`src/logic/fcra_pkg.sv`:
```
// shared constants, command codes, bus timing and carrier types of the flash host
// assumes a 25 MHz clk and a byte-wide parallel flash with a command register
package fcra_pkg;
   localparam int ADDR_W = 15;
   localparam int DATA_W = 8;
   // command bytes written to the flash command register
   localparam logic [7:0] CMD_READ = 8'h00;
   localparam logic [7:0] CMD_RESET = 8'hFF;
   localparam logic [7:0] CMD_PROG = 8'h10;
   localparam logic [7:0] CMD_ERASE = 8'h30;
   localparam logic [7:0] CMD_IDENT = 8'h90;
   // status bit positions in a polled byte
   localparam int BIT_POLL = 7;
   localparam int BIT_TOGGLE = 6;
   localparam int BIT_TIMEOUT = 5;
   // identification read addresses
   localparam logic [ADDR_W-1:0] ID_MFR_ADDR = 15'h0000;
   localparam logic [ADDR_W-1:0] ID_DEV_ADDR = 15'h0001;
   // bus timing: least times round up to whole clk cycles
   localparam int CLK_NS = 40;
   localparam int T_WP_NS = 60;
   localparam int T_ACC_NS = 150;
   localparam int WP_CYC = (T_WP_NS + CLK_NS - 1) / CLK_NS;
   localparam int ACC_CYC = (T_ACC_NS + CLK_NS - 1) / CLK_NS;
   localparam int SYNC_LAT = 4;
   localparam logic [3:0] PH_WE_END = 4'(WP_CYC);
   localparam logic [3:0] PH_RD_END = 4'(ACC_CYC + SYNC_LAT);

   typedef enum logic [2:0] {
      OP_READ = 3'h0,
      OP_PROG = 3'h1,
      OP_ERASE = 3'h2,
      OP_IDENT = 3'h3,
      OP_RESET = 3'h4
   } fcra_op_e;

   typedef enum logic [7:0] {
      ST_IDLE = 8'h01,
      ST_W1 = 8'h02,
      ST_W2 = 8'h04,
      ST_P1 = 8'h08,
      ST_P2 = 8'h10,
      ST_RD = 8'h20,
      ST_W3 = 8'h40,
      ST_END = 8'h80
   } fcra_state_e;

   typedef struct packed {
      fcra_op_e op;
      logic [ADDR_W-1:0] addr;
      logic [DATA_W-1:0] data;
   } fcra_cmd_s;

   typedef struct packed {
      logic ce_b;
      logic oe_b;
      logic we_b;
      logic dq_oe;
      logic [ADDR_W-1:0] addr;
      logic [DATA_W-1:0] dq;
   } fcra_pins_s;

   typedef struct packed {
      logic fail;
      logic [DATA_W-1:0] data;
   } fcra_rsp_s;
endpackage

```
`src/logic/fcra_sync.sv`:
```
// three-stage input synchroniser for the flash data pins
// assumes din is asynchronous to clk; dout changes once stages two and three agree
module fcra_sync import fcra_pkg::*; #(
   parameter int W = 8
) (
   // clock, reset, enable
   input wire logic clk,
   input wire logic rst_b,
   input wire logic ce_en,
   // data
   input wire logic [W-1:0] din,
   output logic [W-1:0] dout
);
   logic [W-1:0] s1_q;
   logic [W-1:0] s2_q;
   logic [W-1:0] s3_q;

   // first stage feeds only the second, to keep metastability contained
   always_ff @(posedge clk) begin
      if (!rst_b) begin
         s1_q <= '0;
         s2_q <= '0;
         s3_q <= '0;
      end else if (ce_en) begin
         s1_q <= din;
         s2_q <= s1_q;
         s3_q <= s2_q;
      end
   end

   // accept a value only when it held for two samples
   always_ff @(posedge clk) begin
      if (!rst_b) begin
         dout <= '0;
      end else if (ce_en && (s2_q == s3_q)) begin
         dout <= s3_q;
      end
   end
endmodule

```
`src/logic/fcra_host.sv`:
```
// host sequencer that drives a byte-wide command-register flash through its pins
// assumes flash pins attach directly; dq_i is asynchronous and resynchronised here
module fcra_host import fcra_pkg::*; (
   // clock, reset, enable
   input wire logic clk,
   input wire logic rst_b,
   input wire logic ce_en,
   // user command port
   input wire logic cmd_valid,
   input wire fcra_cmd_s cmd,
   output logic cmd_ready,
   output logic rsp_valid,
   output fcra_rsp_s rsp,
   output logic dev_failed,
   // flash pins
   output fcra_pins_s pins,
   input wire logic [DATA_W-1:0] dq_i
);
   fcra_state_e st_q;
   fcra_op_e op_q;
   logic [ADDR_W-1:0] adr_q;
   logic [DATA_W-1:0] dat_q;
   logic [DATA_W-1:0] wdat_q;
   logic [DATA_W-1:0] s1_q;
   logic go_q;
   logic wr_q;
   logic bact_q;
   logic done_q;
   logic [3:0] ph_q;
   logic [DATA_W-1:0] rd_q;
   logic [DATA_W-1:0] dq_s;
   logic take;

   ////////////////////////////////////////////////////////////////////////
   // input path

   fcra_sync #(.W(DATA_W)) u_sync (
      .clk(clk),
      .rst_b(rst_b),
      .ce_en(ce_en),
      .din(dq_i),
      .dout(dq_s)
   );

   assign take = cmd_valid && cmd_ready;

   // decides when a polled pair of status bytes shows completion
   function automatic logic op_done(input logic [DATA_W-1:0] a, input logic [DATA_W-1:0] b);
      op_done = (a[BIT_TOGGLE] == b[BIT_TOGGLE]);
   endfunction

   ////////////////////////////////////////////////////////////////////////
   // bus cycle engine: one write or read cycle per go pulse

   always_ff @(posedge clk) begin
      if (!rst_b) begin
         pins <= '{ce_b: 1'b1, oe_b: 1'b1, we_b: 1'b1, dq_oe: 1'b0, addr: '0, dq: '0};
         bact_q <= 1'b0;
         done_q <= 1'b0;
         ph_q <= 4'h0;
         rd_q <= '0;
      end else if (ce_en) begin
         done_q <= 1'b0;
         if (!bact_q && go_q) begin
            // address and data set up a cycle ahead of the strobe
            bact_q <= 1'b1;
            ph_q <= 4'h0;
            pins.ce_b <= 1'b0;
            pins.addr <= adr_q;
            pins.dq <= wdat_q;
            pins.dq_oe <= wr_q;
         end else if (bact_q) begin
            ph_q <= ph_q + 4'h1;
            if (wr_q) begin
               if (ph_q == 4'h0) begin
                  pins.we_b <= 1'b0;
               end
               if (ph_q == PH_WE_END) begin
                  pins.we_b <= 1'b1;
               end
               // data held one cycle past the rising strobe
               if (ph_q == PH_WE_END + 4'h1) begin
                  pins.ce_b <= 1'b1;
                  pins.dq_oe <= 1'b0;
                  bact_q <= 1'b0;
                  done_q <= 1'b1;
               end
            end else begin
               if (ph_q == 4'h0) begin
                  pins.oe_b <= 1'b0;
               end
               // sample late enough to cover access time and synchroniser
               if (ph_q == PH_RD_END) begin
                  rd_q <= dq_s;
                  pins.oe_b <= 1'b1;
                  pins.ce_b <= 1'b1;
                  bact_q <= 1'b0;
                  done_q <= 1'b1;
               end
            end
         end
      end
   end

   ////////////////////////////////////////////////////////////////////////
   // command sequencer

   always_ff @(posedge clk) begin
      if (!rst_b) begin
         st_q <= ST_IDLE;
         op_q <= OP_READ;
         adr_q <= '0;
         dat_q <= '0;
         wdat_q <= '0;
         wr_q <= 1'b0;
         go_q <= 1'b0;
         s1_q <= '0;
         rsp <= '0;
      end else if (ce_en) begin
         go_q <= 1'b0;
         case (st_q)
            ST_IDLE: begin
               if (take) begin
                  op_q <= cmd.op;
                  dat_q <= cmd.data;
                  rsp <= '0;
                  adr_q <= cmd.addr;
                  go_q <= 1'b1;
                  if (dev_failed && cmd.op != OP_READ) begin
                     rsp.fail <= 1'b1;
                     go_q <= 1'b0;
                     st_q <= ST_END;
                  end else if (cmd.op == OP_READ) begin
                     wr_q <= 1'b0;
                     st_q <= ST_RD;
                  end else begin
                     wr_q <= 1'b1;
                     st_q <= ST_W1;
                     case (cmd.op)
                        OP_PROG: wdat_q <= CMD_PROG;
                        OP_ERASE: wdat_q <= CMD_ERASE;
                        OP_IDENT: wdat_q <= CMD_IDENT;
                        default: wdat_q <= CMD_RESET;
                     endcase
                  end
               end
            end
            ST_W1: begin
               if (done_q) begin
                  go_q <= 1'b1;
                  if (op_q == OP_IDENT) begin
                     wr_q <= 1'b0;
                     adr_q <= adr_q[0] ? ID_DEV_ADDR : ID_MFR_ADDR;
                     st_q <= ST_RD;
                  end else begin
                     st_q <= ST_W2;
                     case (op_q)
                        OP_PROG: wdat_q <= dat_q;
                        OP_ERASE: wdat_q <= CMD_ERASE;
                        default: wdat_q <= CMD_RESET;
                     endcase
                  end
               end
            end
            ST_W2: begin
               if (done_q) begin
                  if (op_q == OP_RESET) begin
                     st_q <= ST_END;
                  end else begin
                     wr_q <= 1'b0;
                     go_q <= 1'b1;
                     st_q <= ST_P1;
                  end
               end
            end
            ST_P1: begin
               if (done_q) begin
                  s1_q <= rd_q;
                  go_q <= 1'b1;
                  st_q <= ST_P2;
               end
            end
            ST_P2: begin
               if (done_q) begin
                  if (op_done(s1_q, rd_q)) begin
                     rsp.data <= rd_q;
                     if (op_q == OP_PROG) begin
                        rsp.fail <= (rd_q[BIT_POLL] != dat_q[BIT_POLL]);
                     end else begin
                        rsp.fail <= !rd_q[BIT_POLL];
                     end
                     if (op_q == OP_ERASE) begin
                        wr_q <= 1'b1;
                        wdat_q <= CMD_READ;
                        go_q <= 1'b1;
                        st_q <= ST_W3;
                     end else begin
                        st_q <= ST_END;
                     end
                  end else if (rd_q[BIT_TIMEOUT] && s1_q[BIT_TIMEOUT]) begin
                     // timeout seen twice, stop issuing commands other than reads
                     rsp.fail <= 1'b1;
                     rsp.data <= rd_q;
                     st_q <= ST_END;
                  end else begin
                     s1_q <= rd_q;
                     go_q <= 1'b1;
                  end
               end
            end
            ST_RD: begin
               if (done_q) begin
                  rsp.data <= rd_q;
                  if (op_q == OP_IDENT) begin
                     wr_q <= 1'b1;
                     wdat_q <= CMD_RESET;
                     go_q <= 1'b1;
                     st_q <= ST_W3;
                  end else begin
                     st_q <= ST_END;
                  end
               end
            end
            ST_W3: begin
               if (done_q) begin
                  st_q <= ST_END;
               end
            end
            ST_END: begin
               st_q <= ST_IDLE;
            end
            default: begin
               st_q <= ST_IDLE;
            end
         endcase
      end
   end

   ////////////////////////////////////////////////////////////////////////
   // handshake and sticky failure

   always_ff @(posedge clk) begin
      if (!rst_b) begin
         cmd_ready <= 1'b0;
         rsp_valid <= 1'b0;
      end else if (ce_en) begin
         cmd_ready <= (st_q == ST_END) || (st_q == ST_IDLE && !take);
         rsp_valid <= (st_q == ST_END);
      end
   end

   always_ff @(posedge clk) begin
      if (!rst_b) begin
         dev_failed <= 1'b0;
      end else if (ce_en && st_q == ST_P2 && done_q && !op_done(s1_q, rd_q)
                   && rd_q[BIT_TIMEOUT] && s1_q[BIT_TIMEOUT]) begin
         dev_failed <= 1'b1;
      end
   end

   ////////////////////////////////////////////////////////////////////////
   // checks

   strobe_excl_a: assert property (@(posedge clk) disable iff (!rst_b) !(!pins.we_b && !pins.oe_b))
      else $error("write and output enable low together");
   erase_twice_a: assert property (@(posedge clk) disable iff (!rst_b)
      (st_q == ST_W2 && op_q == OP_ERASE && go_q) |-> wdat_q == CMD_ERASE ##1 pins.dq == CMD_ERASE)
      else $error("erase not confirmed with erase code");
   reset_twice_a: assert property (@(posedge clk) disable iff (!rst_b)
      (st_q == ST_W2 && op_q == OP_RESET && $rose(go_q)) |-> ##1 (pins.dq == CMD_RESET && pins.dq_oe))
      else $error("second reset write missing");
   ident_entry_a: assert property (@(posedge clk) disable iff (!rst_b)
      (st_q == ST_W1 && op_q == OP_IDENT && go_q) |-> wdat_q == CMD_IDENT)
      else $error("identification command wrong");
   ident_exit_a: assert property (@(posedge clk) disable iff (!rst_b)
      (st_q == ST_W3 && op_q == OP_IDENT && go_q) |-> wdat_q == CMD_RESET && wr_q)
      else $error("identification not left with reset");
   erase_mask_a: assert property (@(posedge clk) disable iff (!rst_b)
      (st_q == ST_W3 && op_q == OP_ERASE && go_q) |-> wdat_q == CMD_READ)
      else $error("finished erase not masked");
   timeout_fail_a: assert property (@(posedge clk) disable iff (!rst_b)
      $rose(dev_failed) |-> ##1 (st_q == ST_IDLE && rsp_valid && rsp.fail))
      else $error("timeout not reported as failure");
   fail_refuse_a: assert property (@(posedge clk) disable iff (!rst_b)
      (ce_en && dev_failed && take && cmd.op != OP_READ) |=> (st_q == ST_END && !go_q))
      else $error("failed device still commanded");
   rsp_pulse_a: assert property (@(posedge clk) disable iff (!rst_b)
      (rsp_valid && ce_en) |=> !rsp_valid)
      else $error("response longer than one cycle");

   erase_done_c: cover property (@(posedge clk) disable iff (!rst_b)
      st_q == ST_W3 && op_q == OP_ERASE && done_q);
   ident_done_c: cover property (@(posedge clk) disable iff (!rst_b)
      rsp_valid && op_q == OP_IDENT);
   fail_seen_c: cover property (@(posedge clk) disable iff (!rst_b) $rose(dev_failed));
endmodule

```
`config.mk`:
```
export PLATFORM = sky130hd
export DESIGN_NAME = fcra_host
export DESIGN_NICKNAME = d
export VERILOG_FILES = /design/src/logic/fcra_pkg.sv /design/src/logic/fcra_sync.sv /design/src/logic/fcra_host.sv
export SDC_FILE = /design/constraint.sdc
export NUM_CORES = 1
export LEC_CHECK = 0
export ABC_AREA = 1
export ABC_CLOCK_PERIOD_IN_PS = 2300
export BUFFER_PORTS_ARGS = -buffer_cell sky130_fd_sc_hd__clkbuf_2
export CAP_MARGIN = 30
export CORE_MARGIN = 2
export CORE_UTILIZATION = 57
export DETAILED_ROUTE_END_ITERATION = 6
export MAX_ROUTING_LAYER = met4
export PLACE_DENSITY = 0.79
export SYNTH_ARGS = -nofsm -noshare
export SYNTH_HDL_FRONTEND = slang
export SYNTH_SLANG_ARGS = --single-unit
export TNS_END_PERCENT = 30
```
`constraint.sdc`:
```
create_clock -name clk -period 2.3 [get_ports clk]
set_clock_uncertainty 0.1 [all_clocks]
set_input_delay 0.23 -clock clk [delete_from_list [all_inputs] [get_ports clk]]
set_output_delay 0.23 -clock clk [all_outputs]
set_load 0.01 [all_outputs]
```
# [Yosys cells after proc, flatten, opt, wreduce, memory -nomap -nowiden]
# Cells that the tools add are included.
[word_totals] in_bits=38 register_bits=136 out_inout_bits=39
[classes] n_addsub=1 reduce_logical=47 eq_ne=40 mux=95 bitwise_logic=2
[ops] op="8-bit two-way mux" n=24
[ops] op="8-bit one-hot mux with 7 select lines" n=1
[ops] op="8-bit one-hot mux with 3 select lines" n=2
[ops] op="15-bit two-way mux" n=3
[ops] op="1-bit two-way mux" n=44
[ops] op="9-bit two-way mux" n=4
[ops] op="2-bit inequality test (second input constant)" n=16
[ops] op="8-bit one-hot mux with 4 select lines" n=1
[ops] op="15-bit one-hot mux with 2 select lines" n=1
[ops] op="5-bit AND reduction" n=5
[ops] op="7-bit two-way mux" n=3
[ops] op="8-bit one-hot mux with 2 select lines" n=1
[ops] op="2-bit nonzero test" n=8
[ops] op="7-bit one-hot mux with 2 select lines" n=1
[ops] op="13-bit AND reduction" n=1
[ops] op="3-bit by 2-bit equality test with 1-bit output (second input constant)" n=4
[ops] op="4-bit two-way mux" n=3
[ops] op="6-bit two-way mux" n=2
[ops] op="12-bit AND reduction" n=1
[ops] op="6-bit AND reduction" n=2
[ops] op="1-bit logical AND" n=11
[ops] op="1-bit one-hot mux with 5 select lines" n=2
[ops] op="9-bit AND reduction" n=1
[ops] op="3-bit nonzero test" n=3
[ops] op="other kinds (32)" n=41

# [Longest topological paths before layout]
# Gate-level depths: netlist of the first run.
[logic_depth] ltp_word=6 ltp_mapped=13 depth_no_buf=12

# [Cells and area by module]
# From an unflattened synthesis of the first run, not the netlist that was laid out.
[hier_totals] hier_cells=847 area_unflattened_um2=5896.9
[modules_own_cells] mod="fcra_host" cells_per_inst=663 seq_area_each_um2=1981.9 n_inst=1 area_per_inst_um2=4591.9
[modules_own_cells] mod="fcra_sync" cells_per_inst=184 seq_area_each_um2=640.6 n_inst=1 area_per_inst_um2=1305.0

# [Worst setup path before layout of the first run]
# OpenSTA, ideal clock, no wires.
[synth_timing] kind="register to register" start="reg st_q[0]" end="reg rsp[4] (netlist bit)" arrival_time_ns=1.422 setup_ns=0.129 t_required_ns=2.071 slack_ns=0.650 period_less_slack_ns=1.650 stages_incl_launch_ff=12 path_buffers=1 cell_sequence="dfxtp_1 nor2_2 nand2_4 nor2_8 nor2_2 nand2_1 nand2_2 nor2_4 buf_6 nand2_1 o21ai_1 nor2_1"
[synth_via] elab_chain_len=3 word_cells_on_any_way=10
[synth_lines] element="from (decl)" line="fcra_host.sv:19" source="fcra_state_e st_q;"
[synth_lines] element="from (signal assigned)" line="fcra_host.sv:110" source="st_q <= ST_IDLE;"
[synth_lines] element="from (signal assigned)" line="fcra_host.sv:132" source="st_q <= ST_END;"
[synth_lines] element="from (signal assigned)" line="fcra_host.sv:135" source="st_q <= ST_RD;"
[synth_lines] element="8-bit by 5-bit equality test with 1-bit output, or another cell as far along" line="fcra_host.sv:121" source="case (st_q)"
[synth_lines] element="3-bit by 2-bit inequality test with 1-bit output (no source line), or another cell as far along"
[synth_lines] element="6-bit AND reduction (no source line)"
[synth_lines] element="to (decl)" line="fcra_host.sv:13" source="output fcra_rsp_s rsp,"
# Parallel ways exist; a longest one is shown, timed or not.
# A chain may end at the register's enable or synchronous reset.

# [Final worst setup path of the first run]
[layout_timing] start="reg st_q[0]" end="reg wdat_q[1]"
[layout_via] elab_chain_len=3 word_cells_on_any_way=17
[layout_lines] element="8-bit by 5-bit equality test with 1-bit output, or another cell as far along" line="fcra_host.sv:121"
[layout_lines] element="2-bit by 1-bit inequality test with 1-bit output (no source line), or another cell as far along"
[layout_lines] element="12-bit AND reduction (no source line)"
[layout_lines] element="to (signal assigned)" line="fcra_host.sv:158" source="OP_PROG: wdat_q <= dat_q;"
[layout_lines] element="to (decl)" line="fcra_host.sv:23" source="logic [DATA_W-1:0] wdat_q;"
# Parallel ways exist; a longest one is shown, timed or not.

==> results.json, run 1 <==
{
  "maxClockFrequency_ghz": 0.4834,
  "ctsLongestPathBuffers": 2,
  "grt_max_degree": 89,
  "finalNetCount": 964,
  "die_y_um": 104.6,
  "power_per_cell_area_nw_per_um2": 1046,
  "cp.required_ns": 2.61,
  "dr_vias_cell": 5.398,
  "dr_wl_met2_um": 7615,
  "worst_path_most_repeated_cell": "nand2_1",
  "first_global_vias": 5430,
  "period_needed_ns": 2.069,
  "setup_repair_after_global_routing_missed_its_margin": "no",
  "crit_arrival_ns": 2.38,
  "start_util_pct": 58.79,
  "cts_inserted_buffers": 17,
  "rr_startpoint": "st_q[0]",
  "setup-violations-final": 0,
  "antenna_cells_inserted": 0,
  "detail_route.wirelength.met1_um": 6743,
  "core_region_area_um2": 9819,
  "detail_route.iter0.violations": 365,
  "routabilityCongestion": 0.9140,
  "detailedRoute.firstPassIterationCount": 5,
  "syn-cell-area_um2": 5773,
  "ir_worst_vdd_v": 0.0006371,
  "timing.setup.tns_ns": 0,
  "drc": 0,
  "syn-instance-count": 815,
  "post-synth-top-area-cell": "dfxtp_1",
  "grt_remaining_overflow": 0,
  "timing.rr.end": "wdat_q[1]",
  "hold_ws_ns": 0.1865,
  "critical_path.endpoint_type": "flip-flop",
  "critical_path_class": "reg2reg",
  "fin_crit_sh_pct": 89.94,
  "worstRegToRegCells": 10,
  "hold_path.class": "in2reg",
  "cts_sinks": 131,
  "transition_time_of_the_tightest_slew_check_pin_ns": 0.8185,
  "clk-insertion-delay-late_ns": 0.51,
  "post-synth-top-count-cell": "nor2_1",
  "crit_family": "simple AND/OR/NAND/NOR gates",
  "grt_first_pass_wirelength_um": 25710,
  "wirelength_um": 15450,
  "detailroute.via_count": 5754,
  "worstSetupStartpointType": "flip-flop",
  "final_hold_viol_count": 0,
  "synth-main-ff-cell": "dfxtp_1",
  "synth-edff-count": 0,
  "placement_rows": 36,
  "cts.clk_slew.worst_paths_ns": 0.06,
  "syn_nets": 856,
  "wl_per_cell_um": 14.50,
  "worst-path-buf-inv": 0,
  "relSlewSlack_pct": 45.37,
  "topRoutingLayerUsed": "met4",
  "synth_area_leaders": "dfxtp_1 45%, nor2_1 12%, o21ai_0 8.2%",
  "place.port_buffers": 76,
  "dpl.hpwl_um": 9916,
  "ant_nets": 0,
  "die_w_um": 104.6,
  "distinct_cell_type_count_after_synthesis": 35,
  "critPathLaunch": "st_q[0]",
  "leakage_uw": 0.003284,
  "share_of_flip_flops_with_an_asynchronous_set_or_reset_after_synthesis_pct": 0,
  "worst_hold_startpoint": "rst_b",
  "outcome": "completed",
  "min_path_cells": 3,
  "cts_max_level": 4,
  "worstHoldEndpoint": "dat_q[5]",
  "cts_tree": "built",
  "track_usage_pct": 29.85,
  "path_cells": "nor2_2 -> nand2_4 -> nor2_4 -> nor2_2 -> nand3_1 -> nand2_1 -> nor2_4 -> nand2_1 -> nand2_1 -> nor2_1",
  "synthesis.yosys.warnings": 0,
  "synth_largest_type_area_fraction_pct": 45.43,
  "layout_area_growth_over_synthesis_pct": 24.04,
  "worst_path_max_delay_cell": "dfxtp_1",
  "root_buffer": "clkbuf_8",
  "floorplan.die_area_um2": 10950,
  "syn-mean-instance-area_um2": 7.083,
  "route.met3.wl_um": 813,
  "share_of_post_route_cells_with_drive_strength_above_1_pct": 16.83,
  "r2r_setup_slack_ns": 0.23,
  "slew_violations": 0,
  "synth-seq-area-share_pct": 45.43,
  "drv.max_cap_violation_count": 0,
  "worst_path_largest_cell_delay_ns": 0.35,
  "grt_antenna_before_repair": 0,
  "synth_top_cells_by_count": "180 x nor2_1, 131 x dfxtp_1, 126 x nand2_1, 95 x o21ai_0, 60 x inv_1",
  "flip_flop_and_latch_count_after_synthesis": 131,
  "boundaryPins": 77,
  "cp_max_fo": 16
}
## placed cells by master, fill, tap and decap left out, drive strengths merged
cell and count:
a41oi 1, o211ai 1, a22oi 1, a21oi 52, xnor2 1, xor2 1, buf 13, a211oi 9
and3 1, ha 3, clkinv 5, nor2 195, o22ai 4, a311oi 2, dlygate4sd3 36, nand2 137
nand3 40, bufinv 2, o31ai 1, clkbuf 96, o21ai 103, clkinvlp 3, inv 70, or2 2
dfxtp 131, nand4 6, nor3 17
## through the flow
step | cell area, um2 | util (%) | power, uW | instances | setup slack, ns
after detailed placement | 6238 | 63.53 | 4856 | 1001 | 0.2782
after global placement | 6238 | 63.53 | 4797 | 1001 | 0.3663
after global routing | 7161 | 72.92 | 7918 | 1066 | 0.04713
after CTS | 7161 | 72.92 | 7469 | 1066 | 0.2411
after floorplan | 5773 | - | 4408 | 815 | 0.6495
final | 7161 | 72.92 | 7492 | 1066 | 0.2313
## worst max-delay path by stage
stage | endpoint | slack [ns] | cells past startpoint
detailed placement | rsp[2] | 0.28 | 10
finish | wdat_q[1] | 0.23 | 10
floorplan | rsp[4] | 0.65 | 11
global placement | rsp[3] | 0.37 | 10
CTS | wdat_q[1] | 0.24 | 10
global route | wdat_q[0] | 0.05 | 11
## logic make-up after synthesis
kind of cell               Yosys count  share of synthesized area [%]
xor gates and xnor gates             2                         0.3035
DFF                                131                          45.43
and+or+nand+nor                    398                          29.89
adders and majority gates            3                         0.6503
AOI/OAI and AO/OA                  174                          16.02
buffers and inverters              107                          7.716
## cell type report
class	count	area (um2)
clock buffer	20	455.4
multi-input combinational	577	2705
inverter	71	266.5
clock inverter	9	106.4
sequential	131	2623
tap	133	166.4
fill	798	2659
timing repair buffer	125	838.3
## worst reg2reg max path: stages (launching register included)
cell and delay (ns):
dfxtp_1 0.35, nor2_2 0.23, nand2_4 0.12, nor2_4 0.31, nor2_2 0.10, nand3_1 0.08, nand2_1 0.09, nor2_4 0.32
nand2_1 0.11, nand2_1 0.09, nor2_1 0.06
## timing repair
item / in CTS / in global routing
gates resized for setup: 0 / 0
buffers inserted: 0 / 0
hold endpoints to repair: 37 / 0
hold buffers: 36 / 0
## power by group
part / internal (uW) / leakage [uW] / switching (uW) / total (uW)
registers: 2620 / 0.00107 / 230 / 2850
logic: 707 / 0.00195 / 1360 / 2070
clock network: 1610 / 0.000271 / 975 / 2580
total: 4930 / 0.00328 / 2560 / 7490
## routing by layer
metal  vias up  GRT usage, %
met5         -             -
met4         0         9.810
met3        29         5.614
met2       208         49.72
met1      2663         36.67
li1       2854             -
## sequential cells by signal (all words and copies together), names as in the netlist, 2 cells and up
| signal | count |
|---|---|
| ph_q | 4 |
| pins | 27 |
| dat_q | 8 |
| u_sync.s2_q | 8 |
| rd_q | 8 |
| wdat_q | 8 |
| rsp | 9 |
| u_sync.dout | 8 |
| st_q | 8 |
| u_sync.s1_q | 8 |
| adr_q | 15 |
| op_q | 3 |
| u_sync.s3_q | 8 |
| s1_q | 2 |
Power figures use the tool's default switching activity.
==> run 2, diff against run 1 <==
--- a/config.mk
+++ b/config.mk
@@ -9,7 +9,7 @@
 export ABC_CLOCK_PERIOD_IN_PS = 2300
 export BUFFER_PORTS_ARGS = -buffer_cell sky130_fd_sc_hd__clkbuf_2
 export CAP_MARGIN = 30
-export CORE_MARGIN = 2
+export CORE_MARGIN = 3
 export CORE_UTILIZATION = 57
 export DETAILED_ROUTE_END_ITERATION = 6
 export MAX_ROUTING_LAYER = met4
==> results.json, run 2 (synthesis results as in run 1) <==
{
  "outcome": "completed",
  "worst-path-buf-inv": 0,
  "rr_startpoint": "st_q[0]",
  "worstSetupStartpointType": "flip-flop",
  "timing.setup.tns_ns": 0,
  "layout.cells.most_common_list": "180 x nor2_1, 131 x dfxtp_1, 126 x nand2_1",
  "ant_nets": 0,
  "setup-violations-final": 0,
  "grt_max_degree": 89,
  "cts.clk_slew.worst_paths_ns": 0.06,
  "critical_path_class": "reg2reg",
  "cp_max_fo": 16,
  "routabilityCongestion": 0.9528,
  "relSlewSlack_pct": 45.44,
  "boundaryPins": 77,
  "path_cells": "nor2_2 -> nand2_4 -> nor2_4 -> nor2_2 -> nand3_1 -> nand2_1 -> nor2_4 -> nand2_1 -> nand2_1 -> nor2_1",
  "crit_arrival_ns": 2.40,
  "timing.rr.end": "wdat_q[4]",
  "maxClockFrequency_ghz": 0.4791,
  "transition_time_of_the_tightest_slew_check_pin_ns": 0.8175,
  "power.total_uw": 7827,
  "critical_path.endpoint_type": "flip-flop",
  "track_usage_pct": 29.19,
  "nFillCells": 803,
  "largestRegisters": "pins: 27 flops, adr_q: 15 flops, rsp: 9 flops",
  "setup_repair_after_global_routing_missed_its_margin": "no",
  "start_util_pct": 58.79,
  "cts_sinks": 131,
  "finalNetCount": 963,
  "grt_first_pass_wirelength_um": 26080,
  "grt_remaining_overflow": 0,
  "worstHoldEndpoint": "ph_q[1]",
  "drc": 0,
  "wl_per_cell_um": 14.57,
  "final_hold_viol_count": 0,
  "slew_violations": 0,
  "final_critical_path_setup_slack_ns": 0.2129,
  "hold_path.class": "in2reg",
  "worst_path_largest_cell_delay_ns": 0.35,
  "dpl.hpwl_um": 10010,
  "period_needed_ns": 2.087,
  "multiInputGateArea_um2": 2705,
  "placement.cell_area_um2": 6238,
  "area.sequential_um2": 2623,
  "antenna_cells_inserted": 0,
  "worst_path_max_delay_cell": "dfxtp_1",
  "fin_crit_sh_pct": 90.75,
  "ctsLongestPathBuffers": 2,
  "floorplan.die_area_um2": 11370,
  "cts_inserted_buffers": 17,
  "cp.required_ns": 2.62,
  "layout_area_growth_over_synthesis_pct": 25.14,
  "ir_worst_vdd_v": 0.0007566,
  "detailedRoute.firstPassIterationCount": 6,
  "power_per_cell_area_nw_per_um2": 1083,
  "dr_vias_cell": 5.333,
  "crit_family": "simple AND/OR/NAND/NOR gates",
  "final_design_area_no_fill_um2": 7224,
  "max_flop_register": "pins",
  "detailroute.via_count": 5696,
  "leakage_uw": 0.003320,
  "worst_hold_startpoint": "ce_en",
  "min_path_cells": 4,
  "worst_path_most_repeated_cell": "nand2_1",
  "grt_antenna_before_repair": 0,
  "die_y_um": 106.6,
  "share_of_post_route_cells_with_drive_strength_above_1_pct": 17.11,
  "placement_rows": 36,
  "final_common_cell": "nor2_1",
  "r2r_setup_slack_ns": 0.21,
  "cts_tree": "built",
  "detail_route.iter0.violations": 411,
  "post-cts-setup-buffer-count": 0,
  "wirelength_um": 15560,
  "largest_register_ffs": 27,
  "cts_max_level": 4,
  "die_w_um": 106.6,
  "root_buffer": "clkbuf_8",
  "drv.max_cap_violation_count": 0,
  "clk-insertion-delay-late_ns": 0.53,
  "place.port_buffers": 76,
  "worstRegToRegCells": 10,
  "postCtsResizedCells": 0,
  "core_region_area_um2": 9819,
  "place_worst_setup_slack_ns": 0.2540,
  "first_global_vias": 5541
}
[run 2: worst max-delay path by stage]
stage | depth (start not counted) | to | start | slack (ns)
after floorplan | 11 | rsp[4] | st_q[0] | 0.65
after global placement | 10 | rsp[2] | st_q[0] | 0.38
after detailed placement | 10 | rsp[0] | st_q[0] | 0.25
after CTS | 10 | wdat_q[3] | st_q[0] | 0.22
after global routing | 10 | wdat_q[3] | st_q[0] | 0.04
final | 10 | wdat_q[4] | st_q[0] | 0.21
[run 2: timing repair]
action / 4_1_cts / 5_1_grt
setup endpoints to repair: 0 / 0
hold buffers: 35 / 0
endpoints found under the hold margin: 35 / 0
[run 2: where the power goes]
part / internal [uW] / switching, uW
registers: 2610 / 230
clock network: 1890 / 1000
logic: 706 / 1380
total: 5220 / 2610
[run 2: cell type report]
type / instances / share of cell area (%)
inverters: 71 / 3.689
clock inverters: 14 / 2.875
well taps: 133 / 2.303
multi-input cells: 577 / 37.44
flip-flops and latches: 131 / 36.30
clock buffers: 18 / 5.923
repair buffers: 124 / 11.47
[run 2: metrics by stage]
| step | utilization (%) | cells | hold slack (ns) |
|---|---|---|---|
| 2_1_floorplan | - | 815 | 0.2649 |
| 3_3_place_gp | 63.53 | 1001 | 0.3460 |
| 3_5_place_dp | 63.53 | 1001 | 0.3601 |
| 4_1_cts | 73.57 | 1068 | 0.06521 |
| 5_1_grt | 73.57 | 1068 | 0.1168 |
| 6_report | 73.57 | 1068 | 0.06877 |
[run 2: per-layer routing]
metal	track usage, %	vias to the layer above	part of all wire, %
li1	-	2859	-
met1	35.17	2596	43
met2	48.79	212	50
met3	5.780	29	5.4
met4	10.68	0	2.0
met5	-	-	0
[run 2: worst register-to-register path: stages (launching register included)]
cell and delay (ns):
dfxtp_1 0.35, nor2_2 0.23, nand2_4 0.12, nor2_4 0.31
nor2_2 0.12, nand3_1 0.09, nand2_1 0.09, nor2_4 0.32
nand2_1 0.10, nand2_1 0.09, nor2_1 0.06
